`src/hw/cad_pkg.sv`:
```
// Shared constants for the addressing and low-power control core.
// Assumes a single 125 MHz clock domain and an internal byte-wide bus.
package cad_pkg;
    localparam int CAD_ADDR_W = 16;
    localparam int CAD_DATA_W = 8;
    localparam logic [15:0] CAD_RESET_VECTOR = 16'hFFFE;
    localparam logic [15:0] CAD_SWI_VECTOR = 16'hFFFC;
    localparam logic [15:0] CAD_IRQ_VECTOR = 16'hFFFA;
    localparam logic [7:0] CAD_SP_RESET = 8'hFF;
    localparam logic [9:0] CAD_SP_HIGH = 10'h003;
    localparam logic [7:0] CAD_ZERO_PAGE_TOP = 8'hFF;
    // Flag positions in condition_flags
    localparam int CAD_FLAG_C = 0;
    localparam int CAD_FLAG_Z = 1;
    localparam int CAD_FLAG_N = 2;
    localparam int CAD_FLAG_I = 3;
    localparam int CAD_FLAG_H = 4;
    localparam logic [4:0] CAD_FLAGS_RESET = 5'h08;
    // Opcodes (high nibble selects group, low nibble the operation)
    localparam logic [3:0] CAD_GRP_BTB = 4'h0;
    localparam logic [3:0] CAD_GRP_BSC = 4'h1;
    localparam logic [3:0] CAD_GRP_REL = 4'h2;
    localparam logic [3:0] CAD_GRP_INHA = 4'h4;
    localparam logic [3:0] CAD_GRP_CTL = 4'h8;
    localparam logic [3:0] CAD_GRP_CTL2 = 4'h9;
    localparam logic [3:0] CAD_GRP_IMM = 4'hA;
    localparam logic [3:0] CAD_GRP_DIR = 4'hB;
    localparam logic [3:0] CAD_GRP_EXT = 4'hC;
    localparam logic [3:0] CAD_GRP_IX2 = 4'hD;
    localparam logic [3:0] CAD_GRP_IX1 = 4'hE;
    localparam logic [3:0] CAD_GRP_IX = 4'hF;
    localparam logic [7:0] CAD_OP_RTI = 8'h80;
    localparam logic [7:0] CAD_OP_RTS = 8'h81;
    localparam logic [7:0] CAD_OP_SWI = 8'h83;
    localparam logic [7:0] CAD_OP_STOP = 8'h8E;
    localparam logic [7:0] CAD_OP_WAIT = 8'h8F;
    localparam logic [7:0] CAD_OP_TAX = 8'h97;
    localparam logic [7:0] CAD_OP_CLC = 8'h98;
    localparam logic [7:0] CAD_OP_SEC = 8'h99;
    localparam logic [7:0] CAD_OP_CLI = 8'h9A;
    localparam logic [7:0] CAD_OP_SEI = 8'h9B;
    localparam logic [7:0] CAD_OP_RSP = 8'h9C;
    localparam logic [7:0] CAD_OP_NOP = 8'h9D;
    localparam logic [7:0] CAD_OP_TXA = 8'h9F;
    // Low nibble inside register/memory groups
    localparam logic [3:0] CAD_SUB_LDA = 4'h6;
    localparam logic [3:0] CAD_SUB_STA = 4'h7;
    localparam logic [3:0] CAD_SUB_JMP = 4'hC;
    localparam logic [3:0] CAD_SUB_LDX = 4'hE;
    localparam logic [3:0] CAD_SUB_STX = 4'hF;

    typedef enum logic [12:0] {
        CAD_FETCH = 13'h0001,
        CAD_OPER1 = 13'h0002,
        CAD_OPER2 = 13'h0004,
        CAD_READ = 13'h0008,
        CAD_WRITE = 13'h0010,
        CAD_PUSH = 13'h0020,
        CAD_PULL = 13'h0040,
        CAD_VECT_HI = 13'h0080,
        CAD_VECT_LO = 13'h0100,
        CAD_STOPPED = 13'h0200,
        CAD_WAITING = 13'h0400,
        CAD_RESET_HI = 13'h0800,
        CAD_RESET_LO = 13'h1000
    } cad_state_t;
endpackage : cad_pkg

```
`src/hw/cad_ea_unit.sv`:
```
// Effective address former for the addressing modes.
// Assumes operand bytes are already captured by the sequencer.
`timescale 1ns/1ps
module cad_ea_unit import cad_pkg::*; (
    input wire logic [3:0] group,     // Opcode group
    input wire logic [7:0] oper1,     // First byte after opcode
    input wire logic [7:0] oper2,     // Second byte after opcode
    input wire logic [7:0] indexVal,  // Index register
    output logic [15:0] effAddr       // Effective address
);
    always_comb begin
        unique case (group)
            CAD_GRP_BTB, CAD_GRP_BSC, CAD_GRP_DIR: effAddr = {8'h00, oper1};
            CAD_GRP_EXT: effAddr = {oper1, oper2};
            CAD_GRP_IX: effAddr = {8'h00, indexVal};
            CAD_GRP_IX1: effAddr = {8'h00, oper1} + {8'h00, indexVal};
            CAD_GRP_IX2: effAddr = {oper1, oper2} + {8'h00, indexVal};
            default: effAddr = 16'h0000;
        endcase
    end
endmodule : cad_ea_unit

```
`src/hw/cad_bit_unit.sv`:
```
// Bit set, clear and test on a byte read from the lowest page.
// Assumes the opcode low nibble carries bit number and polarity.
`timescale 1ns/1ps
module cad_bit_unit import cad_pkg::*; (
    input wire logic [3:0] opLow,    // Opcode low nibble
    input wire logic [7:0] dataIn,   // Byte read back
    output logic [7:0] dataOut,      // Byte to write back
    output logic testedBit,          // Selected bit value
    output logic conditionMet        // Branch polarity matched
);
    logic [2:0] bitSel;
    logic [7:0] bitMask;
    assign bitSel = opLow[3:1];
    assign bitMask = 8'h01 << bitSel;
    assign testedBit = dataIn[bitSel];
    // Even code means branch on one / force one
    assign conditionMet = opLow[0] ? ~testedBit : testedBit;
    assign dataOut = opLow[0] ? (dataIn & ~bitMask) : (dataIn | bitMask);
endmodule : cad_bit_unit

```
`src/hw/cad_core.sv`:
```
// Addressing, bit manipulation, control and low-power sequencer.
// Assumes a single-cycle synchronous byte bus toward memory and
// peripherals; wake and interrupt requests except timerIrq come from other clock trees.
// How it works
// - Set or clear any bit, lowest page
// - Tested bit copied into carry always
// - Immediate operand is the next byte
// - Direct: one byte address, zero-extended
// - Extended: two bytes form full address
// - Relative offset added only when taken
// - Indexed no offset: index zero-extended
// - Index plus unsigned byte, up to 510
// - Index plus unsigned two-byte offset
// - Bit number in opcode, address follows
// - Test-branch: opcode, address, signed offset
// - Inherent instructions are one byte
// - Branch high/low, force one/zero, eight bits
// - Transfer, carry, mask, trap, return, stop, wait
// - Stop gates main and sub clocks
// - Stop clears interrupt mask only
// - Stop ends on listed wake sources
// - Wait halts only CPU clocks
// - Wait ends on reset or interrupt
// - Time base dividers run during wait
// - Masked requests pend only while held by source
// - Mask set after flags pushed
`timescale 1ns/1ps
module cad_core import cad_pkg::*; (
    input wire logic ref_clk,         // 125 MHz clock
    input wire logic reset_n,         // Async reset, active low
    input wire logic clkEn,           // Freezes all state when low
    output logic [15:0] busAddr,      // Internal address bus
    output logic [7:0] busWdata,      // Write data
    output logic busRd,               // Read strobe
    output logic busWr,               // Write strobe
    input wire logic [7:0] busRdata,  // Read data, same cycle
    input wire logic timerIrq,        // Maskable timer request level
    input wire logic externalIrqPins, // External request level, async
    input wire logic keyWakeupIrq,    // Key wake request, async
    input wire logic serialSlaveIrq,  // Serial slave-mode request, async
    input wire logic timeBaseIrq,     // Time base request, async
    input wire logic timeBaseOnSub,   // Time base clocked by sub oscillator
    output logic mainOscillatorEn,    // Main oscillator run
    output logic subClockPathEn,      // Sub oscillator path to modules
    output logic cpuClockEn,          // CPU clock gate
    output logic timeBaseDivEn,       // Time base dividers run
    output logic [4:0] conditionFlags // Five flag bits for observation
);
    cad_state_t stateReg;
    logic [15:0] pcReg;
    logic [7:0] accReg;
    logic [7:0] indexReg;
    logic [5:0] spReg;
    logic [4:0] flagsReg;
    logic [7:0] opReg;
    logic [7:0] oper1Reg;
    logic [7:0] oper2Reg;
    logic [7:0] dataReg;
    logic [2:0] stackCnt;
    logic vectorSwi;
    logic [3:0] syncA;
    logic [3:0] syncB;
    logic [15:0] effAddr;
    logic [7:0] bitOut;
    logic testedBit;
    logic conditionMet;
    logic [3:0] group;
    logic [3:0] opLow;
    logic anyIrq;
    logic irqPending;
    logic stopWake;
    logic [1:0] operCount;
    logic branchTaken;
    logic [15:0] relTarget;
    logic [7:0] pushByte;

    assign group = opReg[7:4];
    assign opLow = opReg[3:0];
    assign conditionFlags = flagsReg;

    // Two-stage synchronisers for the asynchronous request pins
    always_ff @(posedge ref_clk or negedge reset_n) begin
        if (!reset_n) begin
            syncA <= 4'h0;
            syncB <= 4'h0;
        end else if (clkEn) begin
            syncA <= {externalIrqPins, keyWakeupIrq, serialSlaveIrq, timeBaseIrq};
            syncB <= syncA;
        end
    end

    // Requests are levels held by their sources until serviced
    assign anyIrq = syncB[3] | syncB[2] | syncB[1] | syncB[0] | timerIrq;
    assign irqPending = anyIrq & ~flagsReg[CAD_FLAG_I];
    assign stopWake = syncB[3] | syncB[2] | syncB[1] | (syncB[0] & timeBaseOnSub);

    cad_ea_unit eaUnit (
        .group(group),
        .oper1(oper1Reg),
        .oper2(oper2Reg),
        .indexVal(indexReg),
        .effAddr(effAddr)
    );

    cad_bit_unit bitUnit (
        .opLow(opLow),
        .dataIn((stateReg == CAD_READ) ? busRdata : dataReg), // Test decides on the byte as it arrives
        .dataOut(bitOut),
        .testedBit(testedBit),
        .conditionMet(conditionMet)
    );

    // Bytes after the opcode, by group
    always_comb begin
        unique case (group)
            CAD_GRP_BTB, CAD_GRP_EXT, CAD_GRP_IX2: operCount = 2'd2;
            CAD_GRP_BSC, CAD_GRP_REL, CAD_GRP_IMM, CAD_GRP_DIR, CAD_GRP_IX1: operCount = 2'd1;
            default: operCount = 2'd0;
        endcase
    end

    // Relative branches on carry/zero/mask; unlisted codes never taken when even, always when odd
    always_comb begin
        unique case (opLow[3:1])
            3'h0: branchTaken = 1'b1;
            3'h2: branchTaken = ~(flagsReg[CAD_FLAG_C] | flagsReg[CAD_FLAG_Z]);
            3'h4: branchTaken = ~flagsReg[CAD_FLAG_C];
            3'h6: branchTaken = ~flagsReg[CAD_FLAG_Z];
            3'h7: branchTaken = ~flagsReg[CAD_FLAG_I];
            default: branchTaken = 1'b0;
        endcase
        if (opLow[0]) begin
            branchTaken = ~branchTaken;
        end
    end

    // Offset is the last instruction byte, relative to next opcode
    assign relTarget = pcReg + {{8{(group == CAD_GRP_BTB) ? oper2Reg[7] : oper1Reg[7]}},
                                (group == CAD_GRP_BTB) ? oper2Reg : oper1Reg};

    // Stacking order: PC low, PC high, index, accumulator, flags
    always_comb begin
        unique case (stackCnt)
            3'd0: pushByte = pcReg[7:0];
            3'd1: pushByte = pcReg[15:8];
            3'd2: pushByte = indexReg;
            3'd3: pushByte = accReg;
            default: pushByte = {3'b111, flagsReg};
        endcase
    end

    // Bus drive
    always_comb begin
        busAddr = pcReg;
        busWdata = 8'h00;
        busRd = 1'b0;
        busWr = 1'b0;
        unique case (stateReg)
            CAD_FETCH, CAD_OPER1, CAD_OPER2: busRd = 1'b1;
            CAD_READ: begin
                busAddr = effAddr;
                busRd = 1'b1;
            end
            CAD_WRITE: begin
                busAddr = effAddr;
                busWr = 1'b1;
                busWdata = (group == CAD_GRP_BSC) ? bitOut :
                           (opLow == CAD_SUB_STX) ? indexReg : accReg;
            end
            CAD_PUSH: begin
                busAddr = {CAD_SP_HIGH, spReg};
                busWr = 1'b1;
                busWdata = pushByte;
            end
            CAD_PULL: begin
                busAddr = {CAD_SP_HIGH, spReg + 6'd1};
                busRd = 1'b1;
            end
            CAD_VECT_HI, CAD_RESET_HI: begin
                busAddr = (stateReg == CAD_RESET_HI) ? CAD_RESET_VECTOR :
                          (vectorSwi ? CAD_SWI_VECTOR : CAD_IRQ_VECTOR);
                busRd = 1'b1;
            end
            CAD_VECT_LO, CAD_RESET_LO: begin
                busAddr = ((stateReg == CAD_RESET_LO) ? CAD_RESET_VECTOR :
                          (vectorSwi ? CAD_SWI_VECTOR : CAD_IRQ_VECTOR)) + 16'h0001;
                busRd = 1'b1;
            end
            CAD_STOPPED, CAD_WAITING: busAddr = pcReg;
        endcase
    end

    // Clock gating toward the rest of the chip
    always_ff @(posedge ref_clk or negedge reset_n) begin
        if (!reset_n) begin
            mainOscillatorEn <= 1'b1;
            subClockPathEn <= 1'b1;
            cpuClockEn <= 1'b1;
            timeBaseDivEn <= 1'b1;
        end else if (clkEn) begin
            mainOscillatorEn <= (stateReg != CAD_STOPPED);
            subClockPathEn <= (stateReg != CAD_STOPPED);
            cpuClockEn <= (stateReg != CAD_STOPPED) && (stateReg != CAD_WAITING);
            // Dividers stay on in wait; only stop and sub-fed base differ
            timeBaseDivEn <= (stateReg != CAD_STOPPED) || timeBaseOnSub;
        end
    end

    // Sequencer
    always_ff @(posedge ref_clk or negedge reset_n) begin
        if (!reset_n) begin
            stateReg <= CAD_RESET_HI;
            pcReg <= 16'h0000;
            accReg <= 8'h00;
            indexReg <= 8'h00;
            spReg <= CAD_SP_RESET[5:0];
            flagsReg <= CAD_FLAGS_RESET;
            opReg <= CAD_OP_NOP;
            oper1Reg <= 8'h00;
            oper2Reg <= 8'h00;
            dataReg <= 8'h00;
            stackCnt <= 3'd0;
            vectorSwi <= 1'b0;
        end else if (clkEn) begin
            unique case (stateReg)
                CAD_RESET_HI: begin
                    pcReg[15:8] <= busRdata;
                    stateReg <= CAD_RESET_LO;
                end
                CAD_RESET_LO: begin
                    pcReg[7:0] <= busRdata;
                    stateReg <= CAD_FETCH;
                end
                CAD_FETCH: begin
                    if (irqPending) begin
                        vectorSwi <= 1'b0;
                        stackCnt <= 3'd0;
                        stateReg <= CAD_PUSH;
                    end else begin
                        opReg <= busRdata;
                        pcReg <= pcReg + 16'h0001;
                        if (busRdata[7:4] == CAD_GRP_BTB || busRdata[7:4] == CAD_GRP_EXT ||
                            busRdata[7:4] == CAD_GRP_IX2 || busRdata[7:4] == CAD_GRP_BSC ||
                            busRdata[7:4] == CAD_GRP_REL || busRdata[7:4] == CAD_GRP_IMM ||
                            busRdata[7:4] == CAD_GRP_DIR || busRdata[7:4] == CAD_GRP_IX1) begin
                            stateReg <= CAD_OPER1;
                        end else begin
                            stateReg <= (busRdata[7:4] == CAD_GRP_IX) ? CAD_READ : CAD_FETCH;
                            unique case (busRdata)
                                CAD_OP_TAX: indexReg <= accReg;
                                CAD_OP_TXA: accReg <= indexReg;
                                CAD_OP_CLC: flagsReg[CAD_FLAG_C] <= 1'b0;
                                CAD_OP_SEC: flagsReg[CAD_FLAG_C] <= 1'b1;
                                CAD_OP_CLI: flagsReg[CAD_FLAG_I] <= 1'b0;
                                CAD_OP_SEI: flagsReg[CAD_FLAG_I] <= 1'b1;
                                CAD_OP_RSP: spReg <= CAD_SP_RESET[5:0];
                                CAD_OP_STOP: begin
                                    flagsReg[CAD_FLAG_I] <= 1'b0;
                                    stateReg <= CAD_STOPPED;
                                end
                                CAD_OP_WAIT: begin
                                    flagsReg[CAD_FLAG_I] <= 1'b0;
                                    stateReg <= CAD_WAITING;
                                end
                                CAD_OP_SWI: begin
                                    vectorSwi <= 1'b1;
                                    stackCnt <= 3'd0;
                                    pcReg <= pcReg + 16'h0001;
                                    stateReg <= CAD_PUSH;
                                end
                                CAD_OP_RTI: begin
                                    stackCnt <= 3'd4;
                                    stateReg <= CAD_PULL;
                                end
                                CAD_OP_RTS: begin
                                    stackCnt <= 3'd1;
                                    stateReg <= CAD_PULL;
                                end
                                default: ;
                            endcase
                        end
                    end
                end
                CAD_OPER1: begin
                    oper1Reg <= busRdata;
                    pcReg <= pcReg + 16'h0001;
                    if (operCount == 2'd2) begin
                        stateReg <= CAD_OPER2;
                    end else if (group == CAD_GRP_IMM) begin
                        // Operand is this byte; no further access
                        if (opLow == CAD_SUB_LDX) indexReg <= busRdata;
                        else if (opLow == CAD_SUB_LDA) accReg <= busRdata;
                        stateReg <= CAD_FETCH;
                    end else if (group == CAD_GRP_REL) begin
                        stateReg <= CAD_FETCH;
                        if (branchTaken) begin
                            pcReg <= pcReg + 16'h0001 + {{8{busRdata[7]}}, busRdata};
                        end
                    end else begin
                        stateReg <= CAD_READ;
                    end
                end
                CAD_OPER2: begin
                    oper2Reg <= busRdata;
                    pcReg <= pcReg + 16'h0001;
                    stateReg <= CAD_READ;
                end
                CAD_READ: begin
                    dataReg <= busRdata;
                    stateReg <= CAD_FETCH;
                    if (group == CAD_GRP_BSC) begin
                        stateReg <= CAD_WRITE;
                    end else if (group == CAD_GRP_BTB) begin
                        flagsReg[CAD_FLAG_C] <= opLow[0] ? ~conditionMet : conditionMet;
                        if (conditionMet) pcReg <= relTarget;
                    end else if (opLow == CAD_SUB_JMP) begin
                        pcReg <= effAddr;
                    end else if (opLow == CAD_SUB_STA || opLow == CAD_SUB_STX) begin
                        stateReg <= CAD_WRITE;
                    end else if (opLow == CAD_SUB_LDA) begin
                        accReg <= busRdata;
                    end else if (opLow == CAD_SUB_LDX) begin
                        indexReg <= busRdata;
                    end
                end
                CAD_WRITE: stateReg <= CAD_FETCH;
                CAD_PUSH: begin
                    spReg <= spReg - 6'd1;
                    stackCnt <= stackCnt + 3'd1;
                    if (stackCnt == 3'd4) begin
                        flagsReg[CAD_FLAG_I] <= 1'b1;
                        stateReg <= CAD_VECT_HI;
                    end
                end
                CAD_PULL: begin
                    spReg <= spReg + 6'd1;
                    stackCnt <= stackCnt - 3'd1;
                    unique case (stackCnt)
                        3'd4: flagsReg <= busRdata[4:0];
                        3'd3: accReg <= busRdata;
                        3'd2: indexReg <= busRdata;
                        3'd1: pcReg[15:8] <= busRdata;
                        default: pcReg[7:0] <= busRdata;
                    endcase
                    if (stackCnt == 3'd0) stateReg <= CAD_FETCH;
                end
                CAD_VECT_HI: begin
                    pcReg[15:8] <= busRdata;
                    stateReg <= CAD_VECT_LO;
                end
                CAD_VECT_LO: begin
                    pcReg[7:0] <= busRdata;
                    stateReg <= CAD_FETCH;
                end
                CAD_STOPPED: begin
                    if (stopWake) stateReg <= CAD_FETCH;
                end
                CAD_WAITING: begin
                    if (anyIrq) stateReg <= CAD_FETCH;
                end
            endcase
        end
    end
endmodule : cad_core

```
`config.mk`:
```
export PLATFORM = sky130hd
export DESIGN_NAME = cad_core
export DESIGN_NICKNAME = d
export VERILOG_FILES = /design/src/hw/cad_pkg.sv /design/src/hw/cad_ea_unit.sv /design/src/hw/cad_bit_unit.sv /design/src/hw/cad_core.sv
export SDC_FILE = /design/constraint.sdc
export NUM_CORES = 1
export LEC_CHECK = 0
export ABC_AREA = 1
export BUFFER_PORTS_ARGS = -buffer_cell sky130_fd_sc_hd__buf_2
export CAP_MARGIN = 0
export CORE_ASPECT_RATIO = 0.8
export CORE_MARGIN = 8
export CORE_UTILIZATION = 60
export DETAILED_ROUTE_END_ITERATION = 7
export PLACE_DENSITY_LB_ADDON = 0.1
export SYNTH_ARGS = -nofsm -noshare
export SYNTH_HDL_FRONTEND = slang
export SYNTH_SLANG_ARGS = --single-unit
```
`constraint.sdc`:
```
create_clock -name ref_clk -period 6 [get_ports ref_clk]
set_input_delay 0.6 -clock ref_clk [delete_from_list [all_inputs] [get_ports ref_clk]]
set_output_delay 0.6 -clock ref_clk [all_outputs]
set_load 0.01 [all_outputs]
```
==> run metrics <==
Tot Pwr 5.13 mW; final period utilization 0.689; Place WS 2.04 ns; die boundary width 164 microns; family of cells with the greatest summed delay on the critical path simple AND/OR/NAND/NOR gates; Pint 2.27 mW; class of the most critical hold timing path in -> async; placed insts 1,875; total congestion overflow after global routing 0; clock tree skew after final layout 0.0103 ns; maximum frequency from static timing analysis 242 MHz; Clk pwr share 0.119; routed via count 11.9k; number of standard cells in the final layout excluding fillers 1,891; final hold violation count 0; number of optimization iterations in the first detailed-route pass 8; FP Rows 43; number of buffers inserted for hold repair after clock tree synthesis 0; P_leak 5.53 nW; power share of the sequential group 0.240; data arrival time of the worst path 4.41 ns; DRC 0; initial antenna violation count 1; number of enable-type register cells in the synthesized netlist 0; data required time of the critical path 6.27 ns; post-CTS repair timing setup buffer count 0; mean instance size in the synthesized netlist 6.39 sq um; final worst hold slack 0.201 ns; Synthesized Nets 1,722; deepest level of the CTS H-tree 3; RSZ-0062 raised after global routing false; number of warning messages in the yosys log 0; TritonCTS buffer count 9; vias in the first global route 10.4k; transition time at the pin with the least slew margin 1.21 ns; type of element launching the critical path register; area added between synthesis and finish 6.11%; worst flop-to-flop path startpoint opReg[6]; most area-consuming cells after synthesis sky130_fd_sc_hd__dfrtp_1, sky130_fd_sc_hd__nand2_1, sky130_fd_sc_hd__o21ai_0; area of the core region 17,200 sq um; max-slew violation total from the final report 0; initial core utilization 0.608; routability congestion estimate 1.00; synthesized area 10,500 sq um; Setup CP Type reg -> reg; library cell with the largest summed area after synthesis sky130_fd_sc_hd__dfrtp_1; share of Yosys cell area claimed by the top area cell type 0.208; Worst Setup SP opReg[6]; Nets 1,745; number of sinks handled by clock tree synthesis 103; ports placed on the boundary 52; count of state elements after synthesis 103; Worst-path clk slew 0.08 ns; switching share of power 0.557; area of the die 22,000 sq um; drt wl/cell 20.4 microns; master cell of the clock root buffer sky130_fd_sc_hd__clkbuf_16; cell breakdown of the critical path nor2_1, nand2_1, o21ai_0, ha_1, a21oi_1, nor2_1, nor2_1, inv_1, a21oi_1, o21ai_0, or2_2, nand3_1, nand4_1, nor2_1, nor2_1; max-capacitance violation count 0; pin count of the biggest net entering global routing 68; Unique masters post-synth 55; Clk Latency, worst-skew pair 0.38 ns; antenna cells 0; slowest stage cell, crit path sky130_fd_sc_hd__o21ai_0; status completed; maximum number of buffers from clock root to sink 2; CP dominant cell by count sky130_fd_sc_hd__nor2_1; number of endpoints failing setup at the final stage 0; via count normalized by instance count 6.29; Resized Gates After CTS 0; combined global-route utilization of all metal layers 0.347; top flip-flop cell by instance count after synthesis sky130_fd_sc_hd__dfrtp_1; share of final-layout standard cells stronger than drive strength 1 0.0774; Period minus WS final 4.13 ns; most frequent cells after synthesis sky130_fd_sc_hd__nand2_1, sky130_fd_sc_hd__inv_1, sky130_fd_sc_hd__o21ai_0; first-pass GRT wire length 59.1 mm; Async SR Flop Fraction 1.00; worst vdd rail ir drop 0.340 mV; vertical extent of the die 134 microns; maximum net fanout on the critical path 22; final setup TNS 0 ns; part of the total power dissipated in combinational logic 0.641; slowest stage delay, CP 1.06 ns; most numerous cell in the Yosys netlist sky130_fd_sc_hd__nand2_1; Starting DRT DRC Count 1,890; number of standard cells after synthesis 1,638; number of port buffers 51; power per standard cell area 461 nW/um^2; M1 wire length 16.5 mm; Max-Slew Margin vs Limit 0.194; post-route worst setup slack 1.87 ns; detailed placement HPWL 30.0 mm; met3 WL post-DR 5.40 mm; top layer used by detailed routing met5; Met2 Wirelength 15.3 mm; buffering stage count on the worst path with inverters included 1; sequential share of the synthesized area 0.248; Detail Route Antenna Nets 0; CTS tree done; sort of element at the end of the critical path register; Final Routed Wirelength 38.5 mm; Switching Power 2.85 mW
## cell families after synthesis
logic type | after synthesis | share of synthesized area
xor gates and xnor gates | 27 | 0.0226
adders and majority gates | 67 | 0.0829
DFF | 103 | 0.248
AOI/OAI and AO/OA | 380 | 0.213
buffers and inverters | 245 | 0.0928
and+or+nand+nor | 816 | 0.341
## layout make-up
cell class                      count  area (sq um)
Multi-Input combinational cell   1290          6900
Timing Repair Buffer               53           273
Tap cell                          225           282
Fill cell                        1676          6100
Clock buffer                        9           225
Sequential cell                   103          2600
Clock inverter                      7          66.3
Inverter                          204           766
## layer usage
metal | vias to the layer above | GRT usage
li1 | 5560 | -
met4 | 2 | 0.109
met3 | 124 | 0.0946
met2 | 783 | 0.480
met1 | 5431 | 0.509
met5 | - | 0
## registers in the layout (all words and copies together) (netlist names)
name / flops
syncB: 4
dataReg: 8
cpuClockEn: 1
spReg: 6
stateReg: 13
opReg: 8
subClockPathEn: 1
conditionFlags: 5
accReg: 8
indexReg: 8
timeBaseDivEn: 1
vectorSwi: 1
oper2Reg: 8
oper1Reg: 8
pcReg: 16
stackCnt: 3
syncA: 4
## metrics by stage
stage / instance area [sq um] / util
floorplan: 10500 / -
global placement: 10800 / 0.628
detailed placement: 10800 / 0.628
CTS: 11100 / 0.645
global route: 11100 / 0.645
finish: 11100 / 0.645
## cells in the final DEF (no fill, tap or decap), types with 6 or more instances in the layout
master,synthesis,layout
sky130_fd_sc_hd__xor2_1,18,18
sky130_fd_sc_hd__nor2_2,7,7
sky130_fd_sc_hd__dfrtp_1,87,87
sky130_fd_sc_hd__buf_2,3,50
sky130_fd_sc_hd__o21ai_0,158,158
sky130_fd_sc_hd__inv_2,7,7
sky130_fd_sc_hd__xnor2_1,9,9
sky130_fd_sc_hd__o22ai_1,22,22
sky130_fd_sc_hd__nor3_1,24,24
sky130_fd_sc_hd__a31oi_1,11,11
sky130_fd_sc_hd__a21oi_1,96,96
sky130_fd_sc_hd__o21a_1,7,7
sky130_fd_sc_hd__inv_1,194,194
sky130_fd_sc_hd__clkbuf_16,0,9
sky130_fd_sc_hd__or2_2,6,6
sky130_fd_sc_hd__nand2_1,436,436
sky130_fd_sc_hd__nor2_1,149,149
sky130_fd_sc_hd__o21bai_1,6,6
sky130_fd_sc_hd__o31ai_1,11,11
sky130_fd_sc_hd__ha_1,63,63
sky130_fd_sc_hd__o21ai_1,9,9
sky130_fd_sc_hd__nand3_1,130,130
sky130_fd_sc_hd__dfstp_2,16,16
sky130_fd_sc_hd__nand4_1,33,33
sky130_fd_sc_hd__o211ai_1,14,14
sky130_fd_sc_hd__a22oi_1,12,12
## power by group through the flow
stage	clock network (mW)	registers (mW)	logic, mW
detailed placement	0	1.21	3.16
global route	0.629	1.24	3.64
floorplan	0	1.07	2.40
finish	0.610	1.23	3.29
global placement	0	1.21	3.12
CTS	0.605	1.20	3.19
## worst paths after layout
kind | to | slack [ns] | cells after the start
setup / recovery | pcReg[14] | 1.87 | 15
hold / removal | stateReg[5] | 0.20 | 1
setup reg to reg | pcReg[14] | 1.87 | 15
hold reg to reg | syncB[3] | 0.49 | 2
max in group asynchronous | opReg[5] | 4.54 | 2
min in group ref_clk | syncA[0] | 0.42 | 3
Power figures use the tool's default switching activity.
